$ cat src/logic/rxstat_pkg.sv
package rxstat_pkg;
  // Register byte offsets on the APB bus.
  localparam logic [7:0] ADDR_RXBUF = 8'h00;
  localparam logic [7:0] ADDR_MIRROR = 8'h04;
  localparam logic [7:0] ADDR_CTRL = 8'h08;
  localparam logic [7:0] ADDR_INTSTAT = 8'h0c;
  localparam logic [7:0] ADDR_INTCLR = 8'h10;
  localparam logic [7:0] ADDR_INTEN = 8'h14;
  // Receive buffer register layout.
  localparam int RXD_W = 16;
  localparam int BUF_DLEN_BIT = 24;
  localparam int BUF_TMO_BIT = 25;
  localparam int BUF_PAR_BIT = 26;
  localparam int BUF_ECHO_BIT = 28;
  // Control register layout.
  localparam int CTRL_MASTER_BIT = 0;
  localparam int CTRL_ENACHK_BIT = 1;
  localparam int CTRL_PAREN_BIT = 2;
  localparam int CTRL_PARODD_BIT = 3;
  localparam int CTRL_LSBF_BIT = 4;
  localparam int CTRL_LEN_LSB = 8;
  localparam int LEN_W = 5;
  localparam logic [31:0] CTRL_RST = 32'h0000_1000;
  // Error flag indices.
  localparam int ERR_DLEN = 0;
  localparam int ERR_TMO = 1;
  localparam int ERR_PAR = 2;
  localparam int ERR_ECHO = 3;
  localparam int NUM_ERR = 4;
  // Interrupt status layout: bit 0 receive done, bits 4:1 the error flags.
  localparam int INT_RXDONE_BIT = 0;
  localparam int INT_ERR_LSB = 1;
  localparam int INT_W = 5;
  localparam logic [INT_W-1:0] INTEN_RST = 5'h00;
  // Slave ready wait, a least time rounded up to whole cycles.
  localparam int CLK_PERIOD_PS = 5000;
  localparam int TMO_NS = 1000;
  localparam int TMO_CYC = (TMO_NS * 1000 + CLK_PERIOD_PS - 1) / CLK_PERIOD_PS;
  localparam int TMO_W = 8;
  localparam logic [TMO_W-1:0] TMO_LAST = TMO_W'(TMO_CYC - 1);
  typedef enum logic [1:0] {CS_IDLE, CS_WAIT, CS_LIVE, CS_EXPIRED} cs_state_t;
endpackage : rxstat_pkg

$ cat src/logic/err_flag_if.sv
`timescale 1ns/1ps
interface err_flag_if;
  import rxstat_pkg::*;
  logic [NUM_ERR-1:0] set;
  logic [NUM_ERR-1:0] clr;
  logic [NUM_ERR-1:0] flags;
  modport producer (output set, output clr, input flags);
  modport bank (input set, input clr, output flags);
endinterface : err_flag_if

$ cat src/logic/flag_bank.sv
`timescale 1ns/1ps
module flag_bank (
  // Clock and reset
  input wire logic clk,
  input wire logic rst_n,
  // Flag events and state
  err_flag_if.bank f
);
  import rxstat_pkg::*;
  logic [NUM_ERR-1:0] flags_ff;

  // A new error beats a clear in the same cycle.
  always_ff @(posedge clk)
  begin
    if (!rst_n)
      flags_ff <= '0;
    else
      flags_ff <= f.set | (flags_ff & ~f.clr);
  end

  assign f.flags = flags_ff;
endmodule : flag_bank

$ cat src/logic/rx_readback.sv
// Operation
// - Master drops select on ready timeout, flags it.
// - Timeout flag reads zero outside master mode.
// - Parity flag reads one after parity error.
// - Length flag sits at buffer bit 24.
// - Reading received word clears error flags.
// - Buffer bits 23-16 read zero, ignore writes.
// - Completed transfer loads word into bits 15-0.
// - Received word stored right-justified always.
// - Mirror returns word, upper bits read zero.
// - Mirror read leaves every flag unchanged.
// - Parity mismatch on received word sets flag.
// - Own transmit pin echo mismatch sets flag.
`timescale 1ns/1ps
module rx_readback (
  // Clock and reset
  input wire logic CLK,
  input wire logic RST_N,
  // APB slave
  input wire logic PSEL,
  input wire logic PENABLE,
  input wire logic PWRITE,
  input wire logic [7:0] PADDR,
  input wire logic [31:0] PWDATA,
  output logic [31:0] PRDATA,
  output logic PREADY,
  output logic PSLVERR,
  // Shift engine, same clock
  input wire logic XFER_DONE,
  input wire logic [rxstat_pkg::RXD_W-1:0] RX_SHIFT,
  input wire logic RX_PARITY,
  input wire logic DLEN_ERR,
  input wire logic CS_REQ,
  input wire logic TX_BIT,
  input wire logic ECHO_STROBE,
  // Pins
  input wire logic SLAVE_READY_N,
  input wire logic TX_PIN,
  output logic CS_N,
  // To the shift engine and the system
  output logic XFER_GO,
  output logic IRQ
);
  import rxstat_pkg::*;

  logic [31:0] ctrl_ff;
  logic [INT_W-1:0] int_stat_ff;
  logic [INT_W-1:0] int_en_ff;
  logic [INT_W-1:0] nxt_int_stat;
  logic irq_ff;
  logic [RXD_W-1:0] rxword_ff;
  logic [31:0] prdata_ff;
  logic pready_ff;
  logic pslverr_ff;
  logic [31:0] rd_mux;
  logic addr_ok;
  logic rd_take;
  logic wr_take;
  logic rd_clr;
  logic master;
  logic [LEN_W-1:0] eff_len;
  logic [LEN_W-1:0] shamt;
  logic [RXD_W:0] len_mask;
  logic [RXD_W-1:0] just_word;
  logic par_calc;
  logic par_bad;
  logic ready_s;
  logic tx_pin_s;
  logic [1:0] tx_bit_dly_ff;
  logic [1:0] echo_stb_dly_ff;
  logic echo_bad;
  cs_state_t cs_state_ff;
  logic [TMO_W-1:0] tmo_cnt_ff;
  logic cs_n_ff;
  logic go_ff;
  logic req;
  logic tmo_hit;

  err_flag_if errs ();

  flag_bank u_flags (
    .clk(CLK),
    .rst_n(RST_N),
    .f(errs.bank)
  );

  sync2 u_ready_sync (
    .clk(CLK),
    .rst_n(RST_N),
    .d(~SLAVE_READY_N),
    .q(ready_s)
  );

  sync2 u_echo_sync (
    .clk(CLK),
    .rst_n(RST_N),
    .d(TX_PIN),
    .q(tx_pin_s)
  );

  assign master = ctrl_ff[CTRL_MASTER_BIT];

  // APB decode. Reads are taken on the first access cycle so that the
  // returned data and the flag clear see the same flag state.
  always_comb
  begin
    addr_ok = (PADDR == ADDR_RXBUF) || (PADDR == ADDR_MIRROR) ||
              (PADDR == ADDR_CTRL) || (PADDR == ADDR_INTSTAT) ||
              (PADDR == ADDR_INTCLR) || (PADDR == ADDR_INTEN);
    rd_take = PSEL && PENABLE && !pready_ff && !PWRITE;
    wr_take = PSEL && PENABLE && pready_ff && PWRITE && addr_ok;
    rd_clr = rd_take && (PADDR == ADDR_RXBUF);
  end

  always_comb
  begin
    rd_mux = '0;
    unique case (PADDR)
      ADDR_RXBUF:
      begin
        rd_mux[RXD_W-1:0] = rxword_ff;
        rd_mux[BUF_DLEN_BIT] = errs.flags[ERR_DLEN];
        rd_mux[BUF_TMO_BIT] = errs.flags[ERR_TMO] && master;
        rd_mux[BUF_PAR_BIT] = errs.flags[ERR_PAR];
        rd_mux[BUF_ECHO_BIT] = errs.flags[ERR_ECHO];
      end
      ADDR_MIRROR:
      begin
        rd_mux[RXD_W-1:0] = rxword_ff;
      end
      ADDR_CTRL:
      begin
        rd_mux = ctrl_ff;
      end
      ADDR_INTSTAT:
      begin
        rd_mux[INT_W-1:0] = int_stat_ff;
      end
      ADDR_INTEN:
      begin
        rd_mux[INT_W-1:0] = int_en_ff;
      end
      default:
      begin
        rd_mux = '0;
      end
    endcase
  end

  // One wait state on every access keeps PREADY a plain flip-flop.
  always_ff @(posedge CLK)
  begin
    if (!RST_N)
    begin
      pready_ff <= 1'b0;
      pslverr_ff <= 1'b0;
    end
    else
    begin
      pready_ff <= PSEL && PENABLE && !pready_ff;
      pslverr_ff <= PSEL && PENABLE && !pready_ff && !addr_ok;
    end
  end

  always_ff @(posedge CLK)
  begin
    if (!RST_N)
      prdata_ff <= '0;
    else if (rd_take)
      prdata_ff <= rd_mux;
  end

  // Only the control and interrupt enable registers store writes.
  always_ff @(posedge CLK)
  begin
    if (!RST_N)
      ctrl_ff <= CTRL_RST;
    else if (wr_take && PADDR == ADDR_CTRL)
      ctrl_ff <= PWDATA;
  end

  always_ff @(posedge CLK)
  begin
    if (!RST_N)
      int_en_ff <= INTEN_RST;
    else if (wr_take && PADDR == ADDR_INTEN)
      int_en_ff <= PWDATA[INT_W-1:0];
  end

  // Right justification. A length of zero or above sixteen counts as sixteen.
  always_comb
  begin
    eff_len = ctrl_ff[CTRL_LEN_LSB +: LEN_W];
    if (eff_len == 5'h00 || eff_len > 5'h10)
      eff_len = 5'h10;
    shamt = 5'h10 - eff_len;
    len_mask = (17'h00001 << eff_len) - 17'h00001;
    if (ctrl_ff[CTRL_LSBF_BIT])
      just_word = (RX_SHIFT >> shamt) & len_mask[RXD_W-1:0];
    else
      just_word = RX_SHIFT & len_mask[RXD_W-1:0];
    par_calc = (^just_word) ^ ctrl_ff[CTRL_PARODD_BIT];
    par_bad = XFER_DONE && ctrl_ff[CTRL_PAREN_BIT] && (par_calc != RX_PARITY);
  end

  always_ff @(posedge CLK)
  begin
    if (!RST_N)
      rxword_ff <= '0;
    else if (XFER_DONE)
      rxword_ff <= just_word;
  end

  // The pin sample is two cycles late after its synchroniser, so the
  // driven bit and the sample strobe are delayed by the same amount.
  always_ff @(posedge CLK)
  begin
    if (!RST_N)
    begin
      tx_bit_dly_ff <= '0;
      echo_stb_dly_ff <= '0;
    end
    else
    begin
      tx_bit_dly_ff <= {tx_bit_dly_ff[0], TX_BIT};
      echo_stb_dly_ff <= {echo_stb_dly_ff[0], ECHO_STROBE};
    end
  end

  assign echo_bad = echo_stb_dly_ff[1] && (tx_pin_s != tx_bit_dly_ff[1]);

  // Chip select control with the slave ready watchdog.
  // Ready arriving after a timeout is ignored until the request drops, so the
  // engine never starts shifting on a select that has already been released.
  assign req = CS_REQ && master;
  assign tmo_hit = (cs_state_ff == CS_WAIT) && req && !ready_s && (tmo_cnt_ff == TMO_LAST);

  always_ff @(posedge CLK)
  begin
    if (!RST_N)
    begin
      cs_state_ff <= CS_IDLE;
      tmo_cnt_ff <= '0;
      cs_n_ff <= 1'b1;
      go_ff <= 1'b0;
    end
    else
    begin
      unique case (cs_state_ff)
        CS_IDLE:
        begin
          tmo_cnt_ff <= '0;
          if (req)
          begin
            cs_n_ff <= 1'b0;
            go_ff <= !ctrl_ff[CTRL_ENACHK_BIT];
            cs_state_ff <= ctrl_ff[CTRL_ENACHK_BIT] ? CS_WAIT : CS_LIVE;
          end
        end
        CS_WAIT:
        begin
          if (!req)
          begin
            cs_n_ff <= 1'b1;
            cs_state_ff <= CS_IDLE;
          end
          else if (ready_s)
          begin
            go_ff <= 1'b1;
            cs_state_ff <= CS_LIVE;
          end
          else if (tmo_hit)
          begin
            cs_n_ff <= 1'b1;
            cs_state_ff <= CS_EXPIRED;
          end
          else
            tmo_cnt_ff <= tmo_cnt_ff + 8'h01;
        end
        CS_LIVE:
        begin
          if (!req)
          begin
            cs_n_ff <= 1'b1;
            go_ff <= 1'b0;
            cs_state_ff <= CS_IDLE;
          end
        end
        CS_EXPIRED:
        begin
          // Select stays released until the engine withdraws its request.
          if (!req)
            cs_state_ff <= CS_IDLE;
        end
      endcase
    end
  end

  always_comb
  begin
    errs.set = '0;
    errs.set[ERR_DLEN] = DLEN_ERR;
    errs.set[ERR_TMO] = tmo_hit;
    errs.set[ERR_PAR] = par_bad;
    errs.set[ERR_ECHO] = echo_bad;
    errs.clr = {NUM_ERR{rd_clr}};
  end

  // Interrupt status: events set, write-one-to-clear, set wins.
  always_comb
  begin
    nxt_int_stat = int_stat_ff;
    if (wr_take && PADDR == ADDR_INTCLR)
      nxt_int_stat = int_stat_ff & ~PWDATA[INT_W-1:0];
    nxt_int_stat[INT_RXDONE_BIT] = nxt_int_stat[INT_RXDONE_BIT] | XFER_DONE;
    nxt_int_stat[INT_ERR_LSB +: NUM_ERR] = nxt_int_stat[INT_ERR_LSB +: NUM_ERR] | errs.set;
  end

  always_ff @(posedge CLK)
  begin
    if (!RST_N)
      int_stat_ff <= '0;
    else
      int_stat_ff <= nxt_int_stat;
  end

  always_ff @(posedge CLK)
  begin
    if (!RST_N)
      irq_ff <= 1'b0;
    else
      irq_ff <= |(nxt_int_stat & int_en_ff);
  end

  assign PRDATA = prdata_ff;
  assign PREADY = pready_ff;
  assign PSLVERR = pslverr_ff;
  assign CS_N = cs_n_ff;
  assign XFER_GO = go_ff;
  assign IRQ = irq_ff;
endmodule : rx_readback

$ cat src/logic/sync2.sv
`timescale 1ns/1ps
module sync2 (
  // Clock and reset
  input wire logic clk,
  input wire logic rst_n,
  // Asynchronous level in, synchronised level out
  input wire logic d,
  output logic q
);
  logic meta_ff;
  logic q_ff;

  always_ff @(posedge clk)
  begin
    if (!rst_n)
    begin
      meta_ff <= 1'b0;
      q_ff <= 1'b0;
    end
    else
    begin
      meta_ff <= d;
      q_ff <= meta_ff;
    end
  end

  assign q = q_ff;
endmodule : sync2

$ cat config.mk
export PLATFORM = sky130hd
export DESIGN_NAME = rx_readback
export DESIGN_NICKNAME = d
export VERILOG_FILES = /design/src/logic/rxstat_pkg.sv /design/src/logic/err_flag_if.sv /design/src/logic/flag_bank.sv /design/src/logic/rx_readback.sv /design/src/logic/sync2.sv
export SDC_FILE = /design/constraint.sdc
export NUM_CORES = 1
export LEC_CHECK = 0
export ABC_AREA = 1
export BUFFER_PORTS_ARGS = -buffer_cell sky130_fd_sc_hd__buf_2
export CAP_MARGIN = 15
export CORE_ASPECT_RATIO = 0.75
export CORE_UTILIZATION = 50
export DETAILED_ROUTE_END_ITERATION = 8
export GPL_TIMING_DRIVEN = 0
export PLACE_DENSITY = 0.72
export SLEW_MARGIN = 20
export SYNTH_ARGS = -nofsm -noshare
export SYNTH_HDL_FRONTEND = slang
export SYNTH_HIERARCHICAL = 1
export SYNTH_SLANG_ARGS = --single-unit
$ cat constraint.sdc
create_clock -name CLK -period 5 [get_ports CLK]
set_input_delay 1 -clock CLK [delete_from_list [all_inputs] [get_ports CLK]]
set_output_delay 1 -clock CLK [all_outputs]
set_load 0.01 [all_outputs]
==> summary.md <==
| Metric | Value |
|---|---|
| Initial drt markers | `654` |
| Postcts setup bufs | `0` |
| Starting density of the core | `0.514` |
| Area of the multi-input gates | `3740 um^2` |
| Max-cap violations | `0` |
| CP max-delay cell | `dfxtp_1` |
| Reg2reg start | `ctrl_ff[8]$_SDFFE_PN0P_` |
| Cells after Synth | `1061` |
| Post-Synth Simple-Gate Area | `0.375` |
| Pin count of the biggest net entering global routing | `17` |
| Startpoint types | `flip-flop` |
| Max VDD drop | `0.000301 V` |
| Top_reg_cell synth | `dfxtp_1` |
| Hold Path Stages | `2` |
| DIE AREA | `13800 um^2` |
| Die Wd | `136 um` |
| Diodes inserted | `0` |
| HP Class | `flip-flop to flip-flop` |
| R2r worst-path depth | `31` |
| #FFs+latches synth | `117` |
| Multiplexer area fraction after synthesis | `0` |
| Share of layout cells above drive strength 1 | `0.146` |
| I/O Pins | `106` |
| HP Start | `echo_stb_dly_ff[0]$_SDFF_PN0_` |
| R2r setup slk | `0.47 ns` |
| Post-Synth XOR/XNOR Area | `0.00393` |
| WP data required | `5.29 ns` |
| CP dominant cell by count | `nand2_1` |
| EDFF count, synth | `0` |
| DRC Markers | `0` |
| Adder-cell share of the synthesized area | `0.0243` |
| Clock Pin Slew Worst Setup and Hold Paths | `0.06 ns` |
| Drt wl/cell | `15.5 um` |
| Crit end category | `flip-flop` |
| Synth cell count leaders | `nand2_1 (278), nand3_1 (132), dfxtp_1 (117)` |
| Drt pass-1 iters | `7` |
| Final hold violations | `0` |
| Routed Antenna Nets | `0` |
| Layout Utilization | `0.618` |
| H-tree Lvls | `4` |
| Slew @ Worst Pin | `0.714 ns` |
| CTS tree | `yes` |
| Row count | `36` |
| Clock latency on the worst-skew pair | `0.41 ns` |
| Gp weighted congestion | `0.972` |
| Final setup TNS | `0 ns` |
| Dpl cell area | `7420 um^2` |
| Fmax | `221 MHz` |
| Core box area | `13000 um^2` |
| Crit path kind | `flip-flop to flip-flop` |
| Leak | `3.89 nW` |
| Synth top area share | `0.350` |
| Syn_nets | `1143` |
| DP HPWL | `16200 um` |
| Min Tclk post-route | `4.53 ns` |
| Asr flop ratio synth | `0` |
| Synth top area cells | `dfxtp_1 (35%), nand2_1 (16%), nand3_1 (9.9%)` |
| Sequential area share after synthesis | `0.350` |
| Vias in the first global route | `6517` |
| Largest family of logic cells by synthesized area | `simple AND/OR/NAND/NOR gates` |
| Initial antenna violation count | `0` |
| Port Buffers | `104` |
| Yosys cell types | `40` |
| Slew Limit Fails | `0` |
| Root Buffer | `clkbuf_16` |
| Final Power | `2.56 mW` |
| Final net count | `1265` |
| PostCTS Resize Cnt | `0` |
| Clock sinks | `117` |
| Syn Area/Cell | `6.30 um^2` |
| Worst Hold End | `echo_stb_dly_ff[1]$_SDFF_PN0_` |
| Fill cell count | `1235` |
| Compound-gate portion of the synthesized area | `0.155` |
| Clock skew | `0.00814 ns` |
| Die Y | `102 um` |
| Via count | `7461` |
| GRT Residual Overflow | `0` |
| Fin area | `8040 um^2` |
| CP arrival | `4.83 ns` |
| Top-count cell post-synth | `nand2_1` |
| First-pass GRT wire length | `33500 um` |
| Synth Warn # | `6` |
| Final period util | `0.907` |
| CP max FO | `10` |
| Cts bufs inserted | `17` |
| Status | `finished clean` |
| Routed Wire Length | `21200 um` |
| Slew Limit Headroom | `0.522` |
| Post-CTS Hold Fix Bufs | `0` |
| Finish-stage setup viols | `0` |
| Top cell type by total area after synthesis | `dfxtp_1` |
| Vias per std cell | `5.46` |
| Reg area | `2340 um^2` |
| Netlist Area Pre-Place | `6690 um^2` |
| R2r endpoint | `IRQ$_SDFF_PN0_` |
| Unrepaired setup endpoints after global routing | `no` |
| Longest Clk Path Bufs | `2` |
| Gr usage total | `0.317` |
| PD cells | `318 nW/um^2` |
| Layout area overhead | `20.3%` |
| Slowest stage delay, CP | `0.50 ns` |
[cells by family after synthesis]
| family | count (synthesis) |
|---|---|
| and+or+nand+nor | 579 |
| AOI/OAI and AO/OA | 191 |
| buffers and inverters | 158 |
| DFF | 117 |
| adders and majority gates | 13 |
| xor gates and xnor gates | 3 |
[stage by stage]
stage	std cells	hold slack [ns]	setup WS, ns
5_1_grt	1367	0.434	0.0374
4_1_cts	1368	0.412	0.244
3_3_place_gp	1336	0.392	0.299
6_report	1367	0.410	0.465
3_5_place_dp	1336	0.399	0.288
2_1_floorplan	1061	0.390	1.27
[worst max-delay path by stage]
stage	startpoint	to	slack, ns	cells past startpoint
finish	ctrl_ff[8]$_SDFFE_PN0P_	IRQ$_SDFF_PN0_	0.47	31
global route	ctrl_ff[8]$_SDFFE_PN0P_	IRQ$_SDFF_PN0_	0.04	30
CTS	ctrl_ff[8]$_SDFFE_PN0P_	IRQ$_SDFF_PN0_	0.24	31
detailed placement	ctrl_ff[8]$_SDFFE_PN0P_	IRQ$_SDFF_PN0_	0.29	31
global placement	ctrl_ff[8]$_SDFFE_PN0P_	IRQ$_SDFF_PN0_	0.30	29
floorplan	ctrl_ff[8]$_SDFFE_PN0P_	IRQ$_SDFF_PN0_	1.27	29
[placed cells by master (no fill, tap or decap), types with 3 or more instances in the layout]
| cell | Yosys | layout |
|---|---|---|
| nor2_1 | 111 | 111 |
| a221oi_1 | 3 | 3 |
| a211oi_1 | 10 | 10 |
| clkbuf_1 | 36 | 35 |
| nor3_1 | 15 | 15 |
| buf_2 | 4 | 108 |
| clkinv_2 | 0 | 3 |
| nand2_1 | 278 | 278 |
| bufinv_16 | 0 | 4 |
| inv_1 | 104 | 104 |
| a21oi_1 | 74 | 74 |
| clkinv_1 | 3 | 3 |
| nand2_2 | 10 | 10 |
| o21ai_1 | 3 | 3 |
| nor2_4 | 4 | 4 |
| nand3_1 | 132 | 132 |
| nor2_2 | 7 | 7 |
| inv_2 | 6 | 6 |
| dfxtp_1 | 117 | 117 |
| nand4_1 | 9 | 9 |
| clkbuf_16 | 0 | 17 |
| o21ai_0 | 80 | 80 |
| a31oi_1 | 13 | 13 |
| clkinvlp_4 | 0 | 5 |
| nand3b_1 | 3 | 3 |
| ha_1 | 13 | 13 |
[sequential cells by signal, summed over array words and instances (netlist names), 2 cells and up]
signal / flops
echo_stb_dly_ff: 2
ctrl_ff: 32
rxword_ff: 16
cs_state_ff: 2
tmo_cnt_ff: 8
int_stat_ff: 5
int_en_ff: 5
PRDATA: 32
tx_bit_dly_ff: 2
u_flags/f.flags: 4
[where the power goes]
part           switching, mW  leakage [nW]  internal, mW
Sequential            0.0240         0.952         0.965
Clock                  0.438         0.291         0.843
Combinational          0.189          2.65        0.0992
Total                  0.650          3.89          1.91
[routing by layer]
metal | part of all wire | GRT usage | vias to the layer above | wire length [um]
met5 | 0 | 0 | - | 0
met3 | 0.11 | 0.0754 | 15 | 2370
met2 | 0.39 | 0.441 | 359 | 8250
met4 | 0.0061 | 0.0527 | 0 | 129
met1 | 0.49 | 0.491 | 3364 | 10400
li1 | - | - | 3723 | -
[cell type report]
type,count,area share
Buffer,43,0.0218
Timing Repair Buffer,104,0.0647
Clock buffer,19,0.0551
Tap cell,171,0.0266
Multi-Input combinational cell,786,0.465
Inverter,114,0.0535
Clock inverter,13,0.0226
Sequential cell,117,0.291
[critical path, delay by kind of cell, from the launching register on]
kind	cells	cell delay [ns]
adder cells (fa/ha/maj)	3	0.85
buffers and inverters	7	1.34
flip-flops	1	0.50
AND/OR/NAND/NOR	21	1.72
No activity file was read; power rests on OpenSTA's default activity.
